**config.mk**
```make
export PLATFORM = sky130hd
export DESIGN_NAME = ccd_top
export DESIGN_NICKNAME = d
export VERILOG_FILES = /design/src/ccd_pkg.sv /design/src/ccd_warmup.sv /design/src/ccd_top.sv
export VERILOG_INCLUDE_DIRS = /design/src /design/src/src
export SDC_FILE = /design/constraint.sdc
export NUM_CORES = 1
export LEC_CHECK = 0
export BUFFER_PORTS_ARGS = -buffer_cell sky130_fd_sc_hd__buf_4
export CAP_MARGIN = 20
export CORE_MARGIN = 8
export CORE_UTILIZATION = 48
export DETAILED_ROUTE_END_ITERATION = 7
export PLACE_DENSITY = 0.92
export SYNTH_ARGS = -nofsm -noshare
export SYNTH_HDL_FRONTEND = slang
export SYNTH_SLANG_ARGS = --single-unit
export TNS_END_PERCENT = 100
```
**constraint.sdc**
```tcl
create_clock -name CORE_CLK -period 3.1 [get_ports CORE_CLK]
set_input_delay 0.62 -clock CORE_CLK [delete_from_list [all_inputs] [get_ports CORE_CLK]]
set_output_delay 0.62 -clock CORE_CLK [all_outputs]
set_load 0.005 [all_outputs]
```
**src/ccd_defines.svh**
```systemverilog
// Purpose : Offsets, field positions, reset values and counts of the clock control block
// Assumes : Included by its bare name; one aligned 32-bit word per register
// Notes   : Byte address of a register is four times its index
`ifndef CCD_DEFINES_SVH
`define CCD_DEFINES_SVH

// ----------------------------------------------------------------
// Register indices (byte address = index * 4)
// ----------------------------------------------------------------
`define CCD_PC_IDX         10'h0C4
`define CCD_STATUS_IDX     10'h0C5
`define CCD_XF_IDX         10'h091

// ----------------------------------------------------------------
// Field positions
// ----------------------------------------------------------------
`define CCD_PC_DIV_MSB     7
`define CCD_PC_DIV_LSB     6
`define CCD_PC_AUTO_BIT    5
`define CCD_PC_XOFF_BIT    3
`define CCD_XF_SRC_BIT     3
`define CCD_XF_RING_BIT    2

// ----------------------------------------------------------------
// Reset values
// ----------------------------------------------------------------
`define CCD_SRC_RST        1'b1
`define CCD_STABLE_RST     1'b1

// ----------------------------------------------------------------
// Last count of each machine cycle (clocks minus one) and warm-up count
// ----------------------------------------------------------------
`define CCD_CLKS_DIV4      10'h0003
`define CCD_CLKS_DIV64     10'h003F
`define CCD_CLKS_DIV1024   10'h03FF
`define CCD_WARMUP_CLKS    65536

`endif

```
**src/ccd_pkg.sv**
```systemverilog
// Purpose : Types shared by the clock control block
// Assumes : Constants live in ccd_defines.svh
// Notes   : Enum order matches the two-bit divider code
package ccd_pkg;

    // Divider code: 00 reserved, 01 four, 10 sixty-four, 11 1024 clocks
    typedef enum logic [1:0] {
        CCD_DIV_RSVD,
        CCD_DIV_4,
        CCD_DIV_64,
        CCD_DIV_1024
    } ccd_div_t;

endpackage : ccd_pkg

```
**src/ccd_warmup.sv**
```systemverilog
// Purpose : Crystal warm-up counter producing the crystal-stable flag
// Assumes : osc_ready already synchronised to clk
// Notes   : Flag drops while the amplifier is off
`timescale 1ns/1ps
`include "ccd_defines.svh"

module ccd_warmup #(
    parameter int WARMUP_CLKS = `CCD_WARMUP_CLKS
) (
    input  wire logic clk,       // Crystal-rate core clock
    input  wire logic rst_b,     // Async reset, active low
    input  wire logic amp_off,   // Crystal amplifier switched off
    input  wire logic osc_ready, // Oscillator has started
    output logic      stable     // Crystal ready for use
);

    // ----------------------------------------------------------------
    // Parameter check
    // ----------------------------------------------------------------
    if (WARMUP_CLKS < 2 || WARMUP_CLKS > 131072) begin : g_bad_warmup
        $error("WARMUP_CLKS out of range");
    end

    logic [16:0] cnt_reg;
    logic [16:0] cnt_next;
    logic        stable_reg;
    logic        stable_next;

    wire  [16:0] last_cnt = 17'(WARMUP_CLKS - 1);
    wire         counting = !amp_off && osc_ready && !stable_reg;

    // Count clocks after startup, then raise the flag
    always_comb begin
        cnt_next    = cnt_reg;
        stable_next = stable_reg;
        if (amp_off) begin
            cnt_next    = 17'h0_0000;
            stable_next = 1'b0;
        end else if (counting) begin
            if (cnt_reg == last_cnt) begin
                stable_next = 1'b1;
            end else begin
                cnt_next = cnt_reg + 17'h0_0001;
            end
        end
    end

    always_ff @(posedge clk or negedge rst_b) begin
        if (!rst_b) begin
            cnt_reg    <= 17'h0_0000;
            stable_reg <= `CCD_STABLE_RST;
        end else begin
            cnt_reg    <= cnt_next;
            stable_reg <= stable_next;
        end
    end

    assign stable = stable_reg;

endmodule : ccd_warmup

```
**src/ccd_top.sv**
```systemverilog
// Purpose : Machine-cycle divider, automatic return and clock source control
// Assumes : Interrupt and serial inputs come from logic on CORE_CLK
// Notes   : CORE_CLK stands for the crystal clock; the clock mux itself is outside
//
// Functional notes
// - Divider code 01 four clocks (reset), 10 sixty-four, 11 1024, 00 reserved.
// - A new divider selection governs only after one further machine cycle.
// - The machine-cycle tick paces every function, timers included.
// - Slow codes accepted only from code 01; software returns to 01 first.
// - Writing code 01 from a slow rate always restores four clocks.
// - Auto-return enable, control bit 5, makes enabled external interrupts force four clocks.
// - External interrupt triggers return only if it could actually be taken now.
// - With auto-return, enabled receiver start-bit edge forces four clocks.
// - With auto-return, a write to either transmit buffer forces four clocks.
// - Auto-return restores only the divider, never the clock source.
// - Status bits 7..5 show power-fail, high, low service in progress.
// - Status bits 0 and 1 show port 0 receive and transmit activity.
// - Status bits 2 and 3 show port 1 receive and transmit activity.
// - Source select bit 3: 1 crystal (reset), 0 internal ring.
// - Read-only bit 2 reports active source: 1 ring, 0 crystal.
// - Crystal-off bit, control bit 3, settable only while ring is selected.
// - After crystal-off clears, count warm-up clocks past startup, then flag stable.
// - Stable flag resets to 1; select 0 to 1 needs stable and amplifier on.
// - Power control at C4h, status at C5h, extended flags at 91h.
`timescale 1ns/1ps
`include "ccd_defines.svh"

module ccd_top #(
    parameter int N_EXT       = 6,                // External interrupt sources
    parameter int WARMUP_CLKS = `CCD_WARMUP_CLKS  // Crystal warm-up clocks
) (
    input  wire logic             CORE_CLK,      // Core clock, 100 MHz
    input  wire logic             RST_B,         // Async reset, active low
    input  wire logic             PSEL,          // APB select
    input  wire logic             PENABLE,       // APB access phase
    input  wire logic             PWRITE,        // APB write
    input  wire logic [11:0]      PADDR,         // APB byte address
    input  wire logic [31:0]      PWDATA,        // APB write data
    output logic      [31:0]      PRDATA,        // APB read data
    output logic                  PREADY,        // APB ready
    output logic                  PSLVERR,       // APB error, unmapped
    input  wire logic [N_EXT-1:0] EXT_IRQ_REQ,   // Enabled, valid external requests
    input  wire logic [N_EXT-1:0] EXT_IRQ_HIGH,  // Source has high priority
    input  wire logic             PF_ACTIVE,     // Power-fail service running
    input  wire logic             HIGH_ACTIVE,   // High-level service running
    input  wire logic             LOW_ACTIVE,    // Low-level service running
    input  wire logic [1:0]       RX_EN,         // Receiver enabled per port
    input  wire logic [1:0]       RX_START,      // Start-bit leading edge pulse
    input  wire logic [1:0]       TX_LOAD,       // Transmit buffer write pulse
    input  wire logic [1:0]       RX_BUSY,       // Word reception per port
    input  wire logic [1:0]       TX_BUSY,       // Shifting out per port
    input  wire logic             XTAL_STARTED,  // Oscillator startup done, async
    output logic                  MC_TICK,       // Machine-cycle pulse
    output logic      [1:0]       DIV_ACTIVE,    // Divider code in force
    output logic                  RING_SEL,      // Core runs from ring
    output logic                  XTAL_AMP_OFF   // Crystal amplifier off
);

    // ----------------------------------------------------------------
    // Parameter check
    // ----------------------------------------------------------------
    if (N_EXT < 1 || N_EXT > 16) begin : g_bad_next
        $error("N_EXT out of range");
    end

    // ----------------------------------------------------------------
    // Declarations
    // ----------------------------------------------------------------
    ccd_pkg::ccd_div_t divider_sel_reg;
    ccd_pkg::ccd_div_t divider_sel_next;
    ccd_pkg::ccd_div_t stage_div_reg;
    ccd_pkg::ccd_div_t stage_div_next;
    ccd_pkg::ccd_div_t active_div_reg;
    ccd_pkg::ccd_div_t active_div_next;
    logic        auto_return_en_reg;
    logic        auto_return_en_next;
    logic        crystal_amp_off_reg;
    logic        crystal_amp_off_next;
    logic        clock_source_sel_reg;
    logic        clock_source_sel_next;
    logic        stage_src_reg;
    logic        stage_src_next;
    logic        ring_active_reg;
    logic        ring_active_next;
    logic [9:0]  cnt_reg;
    logic [9:0]  cnt_next;
    logic [31:0] prdata_reg;
    logic [31:0] prdata_next;
    logic        xtal_sync1_reg;
    logic        xtal_sync2_reg;
    logic        crystal_stable;
    logic [N_EXT-1:0] ext_go;
    logic [1:0]  ser_go;

    // ----------------------------------------------------------------
    // APB decode
    // ----------------------------------------------------------------
    wire       aligned  = PADDR[1:0] == 2'h0;
    wire       sel_pc   = aligned && PADDR[11:2] == `CCD_PC_IDX;
    wire       sel_stat = aligned && PADDR[11:2] == `CCD_STATUS_IDX;
    wire       sel_xf   = aligned && PADDR[11:2] == `CCD_XF_IDX;
    wire       mapped   = sel_pc || sel_stat || sel_xf;
    wire       access   = PSEL && PENABLE;
    wire       setup    = PSEL && !PENABLE;
    wire       wr_ok    = access && PWRITE && mapped;
    wire       wr_pc    = wr_ok && sel_pc;
    wire       wr_xf    = wr_ok && sel_xf;

    // Write data fields
    wire [1:0] wr_div   = PWDATA[`CCD_PC_DIV_MSB:`CCD_PC_DIV_LSB];
    wire       wr_auto  = PWDATA[`CCD_PC_AUTO_BIT];
    wire       wr_xoff  = PWDATA[`CCD_PC_XOFF_BIT];
    wire       wr_src   = PWDATA[`CCD_XF_SRC_BIT];

    // Zero-wait slave; error only on unmapped access
    assign PREADY  = 1'b1;
    assign PSLVERR = access && !mapped;
    assign PRDATA  = prdata_reg;

    // ----------------------------------------------------------------
    // Divider write acceptance
    // ----------------------------------------------------------------
    wire div_is_fast = wr_div == 2'(ccd_pkg::CCD_DIV_4);
    wire div_is_slow = wr_div == 2'(ccd_pkg::CCD_DIV_64) || wr_div == 2'(ccd_pkg::CCD_DIV_1024);
    wire from_fast   = divider_sel_reg == ccd_pkg::CCD_DIV_4;
    wire div_accept  = wr_pc && (div_is_fast
                                  || (div_is_slow && from_fast));

    // ----------------------------------------------------------------
    // Clock source write acceptance
    // ----------------------------------------------------------------
    wire src_raise   = wr_src && !clock_source_sel_reg;
    wire src_accept  = wr_xf && (!src_raise
                                   || (crystal_stable && !crystal_amp_off_reg));
    wire xoff_accept = wr_pc && (!wr_xoff || !clock_source_sel_reg);

    // ----------------------------------------------------------------
    // Automatic return sources
    // ----------------------------------------------------------------
    // External sources: only those that would be taken now
    genvar gi;
    generate
        for (gi = 0; gi < N_EXT; gi++) begin : g_ext
            assign ext_go[gi] = EXT_IRQ_REQ[gi]
                && (EXT_IRQ_HIGH[gi] ? !(PF_ACTIVE || HIGH_ACTIVE)
                                     : !(PF_ACTIVE || HIGH_ACTIVE || LOW_ACTIVE));
        end
        // Serial ports: start-bit edge with receiver on, or buffer load
        for (gi = 0; gi < 2; gi++) begin : g_ser
            assign ser_go[gi] = (RX_EN[gi] && RX_START[gi])
                                || TX_LOAD[gi];
        end
    endgenerate

    wire auto_return = auto_return_en_reg && ((|ext_go) || (|ser_go));

    // ----------------------------------------------------------------
    // Machine-cycle tick
    // ----------------------------------------------------------------
    // Last count of the machine cycle for the code in force
    wire [9:0] last_cnt =
        (active_div_reg == ccd_pkg::CCD_DIV_1024) ? `CCD_CLKS_DIV1024 :
        (active_div_reg == ccd_pkg::CCD_DIV_64)   ? `CCD_CLKS_DIV64   :
                                                    `CCD_CLKS_DIV4;
    wire       tick     = cnt_reg == last_cnt;

    assign MC_TICK    = tick;
    assign DIV_ACTIVE = 2'(active_div_reg);
    assign RING_SEL   = ring_active_reg;
    assign XTAL_AMP_OFF = crystal_amp_off_reg;

    // ----------------------------------------------------------------
    // Crystal startup synchroniser and warm-up
    // ----------------------------------------------------------------
    always_ff @(posedge CORE_CLK or negedge RST_B) begin
        if (!RST_B) begin
            xtal_sync1_reg <= 1'b0;
            xtal_sync2_reg <= 1'b0;
        end else begin
            xtal_sync1_reg <= XTAL_STARTED;
            xtal_sync2_reg <= xtal_sync1_reg;
        end
    end

    // Counts warm-up clocks once amplifier is on and started
    ccd_warmup #(
        .WARMUP_CLKS (WARMUP_CLKS)
    ) u_warmup (
        .clk       (CORE_CLK),
        .rst_b     (RST_B),
        .amp_off   (crystal_amp_off_reg),
        .osc_ready (xtal_sync2_reg),
        .stable    (crystal_stable)
    );

    // ----------------------------------------------------------------
    // Control register next state
    // ----------------------------------------------------------------
    // Power control fields; auto-return wins over a same-cycle write
    always_comb begin
        divider_sel_next     = divider_sel_reg;
        auto_return_en_next  = auto_return_en_reg;
        crystal_amp_off_next = crystal_amp_off_reg;
        if (div_accept) begin
            divider_sel_next = ccd_pkg::ccd_div_t'(wr_div);
        end
        if (auto_return) begin
            divider_sel_next = ccd_pkg::CCD_DIV_4;
        end
        if (wr_pc) begin
            auto_return_en_next = wr_auto;
        end
        if (xoff_accept) begin
            crystal_amp_off_next = wr_xoff;
        end
    end

    // Source select; auto-return leaves it alone
    always_comb begin
        clock_source_sel_next = clock_source_sel_reg;
        if (src_accept) begin
            clock_source_sel_next = wr_src;
        end
    end

    // ----------------------------------------------------------------
    // Application at machine-cycle boundaries; auto-return forces four clocks at once
    // ----------------------------------------------------------------
    // Selection staged at one tick, applied at the next
    always_comb begin
        stage_div_next   = stage_div_reg;
        active_div_next  = active_div_reg;
        stage_src_next   = stage_src_reg;
        ring_active_next = ring_active_reg;
        cnt_next         = tick ? 10'h000 : cnt_reg + 10'h001;
        if (tick) begin
            stage_div_next   = divider_sel_reg;
            active_div_next  = stage_div_reg;
            stage_src_next   = clock_source_sel_reg;
            ring_active_next = !stage_src_reg;
        end
        if (auto_return) begin
            stage_div_next  = ccd_pkg::CCD_DIV_4;
            active_div_next = ccd_pkg::CCD_DIV_4;
            if (active_div_reg != ccd_pkg::CCD_DIV_4) begin
                cnt_next = 10'h000;
            end
        end
    end

    // ----------------------------------------------------------------
    // Read data, captured in the setup phase
    // ----------------------------------------------------------------
    always_comb begin
        prdata_next = prdata_reg;
        if (setup) begin
            prdata_next = 32'h0000_0000;
            if (sel_pc) begin
                prdata_next[`CCD_PC_DIV_MSB:`CCD_PC_DIV_LSB] = 2'(divider_sel_reg);
                prdata_next[`CCD_PC_AUTO_BIT] = auto_return_en_reg;
                prdata_next[`CCD_PC_XOFF_BIT] = crystal_amp_off_reg;
            end else if (sel_stat) begin
                prdata_next[7:5] = {PF_ACTIVE, HIGH_ACTIVE, LOW_ACTIVE};
                prdata_next[4]   = crystal_stable;
                prdata_next[3:0] = {TX_BUSY[1], RX_BUSY[1], TX_BUSY[0], RX_BUSY[0]};
            end else if (sel_xf) begin
                prdata_next[`CCD_XF_SRC_BIT]  = clock_source_sel_reg;
                prdata_next[`CCD_XF_RING_BIT] = ring_active_reg;
            end
        end
    end

    // ----------------------------------------------------------------
    // Registers
    // ----------------------------------------------------------------
    // Software-visible control
    always_ff @(posedge CORE_CLK or negedge RST_B) begin
        if (!RST_B) begin
            divider_sel_reg      <= ccd_pkg::CCD_DIV_4;
            auto_return_en_reg   <= 1'b0;
            crystal_amp_off_reg  <= 1'b0;
            clock_source_sel_reg <= `CCD_SRC_RST;
        end else begin
            divider_sel_reg      <= divider_sel_next;
            auto_return_en_reg   <= auto_return_en_next;
            crystal_amp_off_reg  <= crystal_amp_off_next;
            clock_source_sel_reg <= clock_source_sel_next;
        end
    end

    // Applied divider and source, cycle counter
    always_ff @(posedge CORE_CLK or negedge RST_B) begin
        if (!RST_B) begin
            stage_div_reg   <= ccd_pkg::CCD_DIV_4;
            active_div_reg  <= ccd_pkg::CCD_DIV_4;
            stage_src_reg   <= `CCD_SRC_RST;
            ring_active_reg <= 1'b0;
            cnt_reg         <= 10'h000;
        end else begin
            stage_div_reg   <= stage_div_next;
            active_div_reg  <= active_div_next;
            stage_src_reg   <= stage_src_next;
            ring_active_reg <= ring_active_next;
            cnt_reg         <= cnt_next;
        end
    end

    // Read data register
    always_ff @(posedge CORE_CLK or negedge RST_B) begin
        if (!RST_B) begin
            prdata_reg <= 32'h0000_0000;
        end else begin
            prdata_reg <= prdata_next;
        end
    end

endmodule : ccd_top

```
After elaboration in Yosys (flattened, before gate mapping)
Index checks and enable logic that the tools add are counted.
{"block": "totals", "wordCells": 117, "inputBits": 75, "output_inout_bits": 39, "ff_bits": 49}
{"block": "op_classes", "n_mux": 31, "n_eq_ne": 13, "n_reduce_logical": 57, "add_sub_neg": 2}
{"cell": "$mux 17", "n": 3}
{"cell": "$mux 10", "n": 4}
{"cell": "$eq 10x8->1 const B", "n": 3}
{"cell": "$logic_and 1x1->1", "n": 27}
{"cell": "$mux 2", "n": 9}
{"cell": "$add 17x1->17 const B", "n": 1}
{"cell": "$eq 17x16->1 const B", "n": 1}
{"cell": "$logic_or 1x1->1", "n": 11}
{"cell": "$mux 1", "n": 11}
{"cell": "$add 10x1->10 const B", "n": 1}
{"cell": "$eq 10x10->1", "n": 1}
{"cell": "$logic_not 1->1", "n": 10}
{"cell": "$eq 2x2->1 const B", "n": 4}
{"cell": "$reduce_bool 2->1", "n": 4}
{"cell": "$mux 3", "n": 2}
{"cell": "$mux 6", "n": 1}
{"cell": "$reduce_or 6->1", "n": 1}
{"cell": "$eq 2x1->1 const B", "n": 2}
{"cell": "$mux 4", "n": 1}
{"cell": "$reduce_and 2->1", "n": 2}
{"cell": "$logic_not 2->1", "n": 1}
{"cell": "$ne 2x1->1 const B", "n": 1}
{"cell": "$ne 2x2->1 const B", "n": 1}
{"cell": "$reduce_or 2->1", "n": 1}

Depth between registers and ports, before layout
Gate-level depths: netlist (run 1).
{"block": "depth", "ltp_word": 9, "ltp_mapped": 10, "mapped_depth_nobuf": 9}

Cells and area by module
A second synthesis (run 1) with hierarchy kept.
{"block": "hier_totals", "hier_cells": 286, "area_unflattened_um2": 2817.7}
{"mod": "ccd_top", "instances": 1, "cells_per_inst": 196, "area_per_inst_um2": 1895.6}
{"mod": "ccd_warmup", "instances": 1, "cells_per_inst": 90, "area_per_inst_um2": 922.1}

Worst setup path before layout (run 1)
No wires, ideal clock.
{"block": "synth_path", "path_type": "flip-flop to flip-flop", "startpoint": "register u_warmup.cnt_reg[0]", "endpoint": "register u_warmup.cnt_reg[14]", "stages_incl_launch_ff": 10, "setup_ns": 0.125, "slack_ns": 0.875, "arrival_time_ns": 2.100, "path_cell_list": "dfrtp_1 -> ha_1 -> and2_1 -> nand2_1 -> nor3_1 -> ha_1 -> nor3b_1 -> nand4_1 -> nor3_1 -> mux2_2"}
{"block": "synth_between", "elab_chain_len": 4}
{"item": "from (decl)", "line": "ccd_warmup.sv:24", "rtl": "logic [16:0] cnt_reg;"}
{"item": "from (signal assigned)", "line": "ccd_warmup.sv:53", "rtl": "cnt_reg <= cnt_next;"}
{"item": "$add 17x1->17", "line": "ccd_warmup.sv:43", "rtl": "cnt_next = cnt_reg + 17'h0_0001;"}
{"item": "$mux 17", "line": "ccd_warmup.sv:40", "rtl": "if (cnt_reg == last_cnt) begin"}
{"item": "$mux 17", "line": "ccd_warmup.sv:39", "rtl": "end else if (counting) begin"}
{"item": "$mux 17", "line": "ccd_warmup.sv:36", "rtl": "if (amp_off) begin"}
Parallel ways exist; a longest one is shown, timed or not. The select of a mux whose other input is x is not followed.
A chain may end at the register's enable or synchronous reset.

Final worst setup path (run 1)
Same ends and word-level chain as after synthesis.

==> impl_metrics.ini, run 1 <==
[logic_synthesis]
avgSynthCellArea_sq_um = 9.84
synth-simple-area-share_pct = 23.9
synth_edf_count = 0
yosysSeqAreaShare_pct = 44.6
synth.area.mux_share_pct = 3.08
synth_compound_area_share_pct = 12.8
yosysUniqueCellTypes = 57
ys_ff_latch = 49
synthAdderAreaFrac_pct = 1.36
synth_xor_area_share_pct = 5.39
synth_ff_type = dfrtp_1
ys_async_sr_fraction_pct = 100
yosys_warnings = 0
synth_top_family_by_area = simple AND/OR/NAND/NOR gates
synth_area_sq_um = 2760
synth_cells = 281

[clock_tree]
h-tree-depth = 2
cts_buffers = 5
clk_latency_ns = 0.30
cts_hold_buf = 0
cts_resized = 0
cts_tree = done
cts_sinks = 49
cts_setup_buffers = 0
clk_path_buf_depth = 2
cts-root-buf = clkbuf_8
path_clk_slew_ns = 0.09

[final_layout]
antenna_cells = 0
fin_nets = 420
design_area_sq_um = 3300
syn2layout_area_growth_pct = 19.5
largest_reg_flops = 17
layout-drive-gt1-share_pct = 25.7
final_util_pct = 59.6

[placed_design]
port_buffers = 60
pre_cts_slack_ns = 0.430
gp_routability_congestion = 0.807
placed_area_sq_um = 3180
dp_hpwl_mm = 4.92

[worst_setup_path]
r2r-end = u_warmup.cnt_reg[14]
worstPathRequired_ns = 3.30
crit_path_end_kind = register
crit-reg2reg-launch = u_warmup.cnt_reg[0]
startpoint_type = register
crit_type = reg -> reg
arrival_ns = 2.90
path_max_fanout = 5
reg2reg_slack_ns = 0.40
rr_worst_depth = 9

[floorplanning]
fp.dieH_um = 91.9
die_area_sq_um = 8440
io_pins = 114
initial_core_util_pct = 49.9
row_count = 27
die_w_um = 91.9
core_area_sq_um = 5540

[grt]
first_global_vias = 2349
grt_pass1_wl_mm = 10.9
antenna_found_initial = 0
grtUsageTotal_pct = 15.4
grt_remaining_overflow = 0
grt_max_degree = 50

[timing]
hold_viol = 0
setup_viol = 0
layout_setup_ws_ns = 0.401
max_freq_mhz = 371
period_share_pct = 87.0
tightest_slew_ns = 0.800
fin_skew_ns = 0.00843
grt_setup_unrepaired = no
slew_headroom_pct = 46.6
period_minus_slack_ns = 2.70
tns_ns = 0
slew_violations = 0

[route]
via_count = 2285
drtPass1Iterations = 4
wl_per_cell_um = 15.6
vias_per_cell = 5.51
wl_mm = 6.48
initialDrtViolationCount = 138
route.detailed.drc = 0
ant_nets = 0

[pwr]
vdd_drop_max_mv = 0.234
powerDensity_nw_per_um2 = 481
p_leak_nw = 1.54
total_power_mw = 1.59

[run_status]
outcome = finished clean

[run]
cap_violations = 0

[worst_hold_path]
min_path_type = in -> async
cell usage in the layout, fill, tap and decap left out, types with 7 or more instances in the layout:
| cell type | instances |
|---|---|
| nor2_1 | 21 |
| conb_1 | 25 |
| a21oi_1 | 10 |
| nor3_1 | 11 |
| dfrtp_1 | 43 |
| nand3_1 | 10 |
| xor2_1 | 14 |
| buf_4 | 61 |
| nand4_1 | 7 |
| nand2_1 | 26 |
| o21ai_0 | 16 |
cells in the mapped netlist (all sizes together) (2+ instances only):
master | count | area, sq um
dfrtp | 43 | 1080
buf | 27 | 204
nand2 | 26 | 97.6
nor2 | 22 | 90.1
o21ai | 16 | 80.1
xor2 | 14 | 123
nor3 | 11 | 55.1
a21oi | 10 | 50.1
nand3 | 10 | 50.1
and3 | 8 | 52.6
nand4 | 8 | 65.1
dfstp | 6 | 158
inv | 6 | 22.5
or3 | 5 | 31.3
a22o | 4 | 35.0
mux2 | 4 | 45.0
mux2i | 4 | 40.0
nor4 | 4 | 40.0
o31ai | 4 | 30.0
and4 | 3 | 26.3
clkbuf | 3 | 11.3
ha | 3 | 37.5
nor3b | 3 | 22.5
xnor2 | 3 | 26.3
and2 | 2 | 12.5
and4b | 2 | 20.0
conb | 2 | 7.51
nand2b | 2 | 12.5
nor2b | 2 | 12.5
o211ai | 2 | 15.0
o22a | 2 | 18.8
o2bb2ai | 2 | 17.5
per-layer routing:
| metal | part of all wire (%) | global-route usage, % | wire, um | up-vias |
|---|---|---|---|---|
| met4 | 1.9 | 7.11 | 121 | 0 |
| met5 | 0 | 0 | 0 | - |
| met3 | 8.6 | 4.97 | 554 | 8 |
| met2 | 50 | 26.9 | 3230 | 81 |
| met1 | 40 | 16.7 | 2570 | 1109 |
| li1 | - | - | - | 1087 |
area by class of cell:
cell class	instances	area [sq um]
inverters	6	22.5
repair buffers	61	458
flip-flops and latches	49	1230
fillers	442	2240
clock inverters	2	37.5
well taps	72	90.1
clock buffers	6	82.6
multi-input cells	219	1380
kinds of logic (layout without fill, tap and decap cells):
kind of cell	after synthesis	in the layout
compound gates	52	52
fa+ha+maj	3	3
xor+xnor	17	17
flops	49	49
other cells	2	25
buf+inv	36	75
mux	8	8
simple gates	114	114
stage by stage:
stage	hold WS, ns	instances
after CTS	0.329	415
after global routing	0.354	415
final	0.309	415
after global placement	0.337	407
after detailed placement	0.337	407
after floorplan	0.324	304
critical path, stage by stage (launching register included):
cell	delay, ns
dfrtp_1	0.41
ha_1	0.21
and2_1	0.22
nand2_1	0.09
nor3_1	0.04
ha_1	0.19
nor3b_1	0.54
nand4_1	0.31
nor3_1	0.22
mux2_2	0.35
worst max-delay path by stage:
| stage | slack, ns | from | endpoint | cells past startpoint |
|---|---|---|---|---|
| floorplan | 0.88 | u_warmup.cnt_reg[0] | u_warmup.cnt_reg[14] | 9 |
| global placement | 0.56 | u_warmup.cnt_reg[0] | u_warmup.cnt_reg[14] | 9 |
| detailed placement | 0.43 | u_warmup.cnt_reg[0] | u_warmup.cnt_reg[14] | 9 |
| CTS | 0.41 | u_warmup.cnt_reg[0] | u_warmup.cnt_reg[14] | 9 |
| global route | 0.19 | u_warmup.cnt_reg[0] | u_warmup.cnt_reg[14] | 9 |
| finish | 0.40 | u_warmup.cnt_reg[0] | u_warmup.cnt_reg[14] | 9 |
report_power, final:
part	total (mW)	leakage, nW	switching (mW)	internal, mW
Clock	0.470	0.0574	0.208	0.262
Sequential	0.816	0.617	0.0921	0.724
Combinational	0.302	0.866	0.159	0.143
Total	1.59	1.54	0.459	1.13
No activity file was read; power rests on OpenSTA's default activity.
==> inputs of run 2 (changes only) <==
GPL_ROUTABILITY_DRIVEN = 0   (was unset)
clock period = 2.6 ns   (was 3.1 ns; I/O delays follow)
==> run 2 against run 1 <==
Worst hold slack got worse by 0.086 ns. Setup slack got worse by 0.24 ns. Via count up 1.4%.
==> impl_metrics.ini, run 2 (synthesized netlist as in run 1, its figures left out) <==
[run_status]
outcome = finished clean

[placed_design]
port_buffers = 60
dp_hpwl_mm = 5.00

[worst_hold_path]
min_path_type = in -> async

[route]
vias_per_cell = 5.55
ant_nets = 0
initialDrtViolationCount = 192
via_count = 2318
wl_per_cell_um = 15.9
drtPass1Iterations = 5
route.detailed.drc = 0
wl_mm = 6.63

[grt]
grt_pass1_wl_mm = 10.6
antenna_found_initial = 0
first_global_vias = 2337
grt_remaining_overflow = 0
grt_max_degree = 50
grtUsageTotal_pct = 15.0

[floorplanning]
io_pins = 114
row_count = 27
die_w_um = 91.9
die_area_sq_um = 8440
fp.dieH_um = 91.9
core_area_sq_um = 5540
initial_core_util_pct = 49.9

[clock_tree]
clk_latency_ns = 0.30
cts_buffers = 5
cts_tree = done
clk_path_buf_depth = 2
cts-root-buf = clkbuf_8
h-tree-depth = 2
path_clk_slew_ns = 0.09
cts_sinks = 49

[worst_setup_path]
cp_cell_sequence = ha_1 > and2_1 > nand2_1 > nor3_1 > ha_1 > nor3b_1 > buf_4 > o2111ai_1 > or3_1 > a21oi_1
path_max_fanout = 13
crit_type = reg -> reg
slowest_delay_ns = 0.42
startpoint_type = register
crit_path_end_kind = register
cpMostUsedCell = ha_1
arrival_ns = 2.66
worstPathRequired_ns = 2.82
critPathSlowestCell = dfrtp_1
rr_worst_depth = 10
critical_path.startpoint = u_warmup.cnt_reg[0]
crit-reg2reg-launch = u_warmup.cnt_reg[0]

[timing]
tightest_slew_ns = 0.631
tns_ns = 0
slew_headroom_pct = 57.8
hold_viol = 0
fin_skew_ns = 0.0131
max_freq_mhz = 410
setup_viol = 0
period_share_pct = 93.9
period_minus_slack_ns = 2.44
slew_violations = 0

[pwr]
vdd_drop_max_mv = 0.236
p_leak_nw = 1.54
total_power_mw = 1.76
powerDensity_nw_per_um2 = 535

[final_layout]
layout-drive-gt1-share_pct = 26.6
syn2layout_area_growth_pct = 19.3
largest_reg_flops = 17
final_cell_mix = 64 x buf_4, 43 x dfrtp_1, 26 x nand2_1, 25 x conb_1, 21 x nor2_1
final_common_cell = buf_4
fin_nets = 423
antenna_cells = 0

[run]
cap_violations = 0
-- run 2: cell types whose count changed in the layout (fill, tap and decap cells not counted) --
cell	change
nor3_1	-1
nor3_2	+1
clkbuf_8	-1
buf_4	+3
bufinv_16	-1
clkinv_2	+2
-- run 2: power breakdown --
part	switching, mW	internal, mW	leakage [nW]
clock network	0.243	0.186	0.0439
logic	0.191	0.171	0.881
registers	0.109	0.863	0.617
total	0.544	1.22	1.54
-- run 2: metrics by stage --
step | setup slack, ns | std cells | utilization [%] | hold slack [ns] | area (sq um)
final | 0.160 | 418 | 59.5 | 0.223 | 3300
after global routing | -0.00192 | 418 | 59.5 | 0.273 | 3300
after CTS | 0.122 | 417 | 59.3 | 0.236 | 3280
after detailed placement | 0.129 | 409 | 57.7 | 0.339 | 3200
after global placement | 0.207 | 409 | 57.7 | 0.333 | 3200
after floorplan | 0.375 | 304 | - | 0.224 | 2850
-- run 2: what timing repair did --
action / in CTS / in global routing
endpoints found under the setup margin: 0 / 1
resized for setup: 0 / 1
buffers inserted: 0 / 1
hold buffers: 0 / 0
-- run 2: critical path, delay by kind of cell, from the launching register on --
family / cells / cell delay [ns]
and+or+nand+nor: 5 / 0.92
buffers and inverters: 1 / 0.22
AOI/OAI and AO/OA: 2 / 0.39
DFF: 1 / 0.42
adders and majority gates: 2 / 0.41
-- run 2: worst paths after layout --
kind / to / slack [ns]
setup / recovery: u_warmup.cnt_reg[13] / 0.16
hold / removal: PRDATA[6] / 0.22
setup reg to reg: u_warmup.cnt_reg[13] / 0.16
hold reg to reg: xtal_sync2_reg / 0.36
max in group asynchronous: u_warmup.cnt_reg[16] / 1.98
min in group CORE_CLK: xtal_sync1_reg / 0.33
-- run 2: final cells by class --
class	instances	area [sq um]
timing repair buffer	64	480
sequential	49	1230
clock buffer	5	68.8
multi-input combinational	219	1380
tap	72	90.1
inverter	6	22.5
fill	462	2240
clock inverter	3	17.5
-- run 2: layer usage --
layer  vias to the layer above  GRT usage, %  wire length [um]  share of wire, %
met1                      1119          16.4              2650                40
met2                        93          25.8              3330                50
met5                         -             0                 0                 0
met3                        10          5.30               549               8.3
li1                       1096             -                 -                 -
met4                         0          5.91                92               1.4
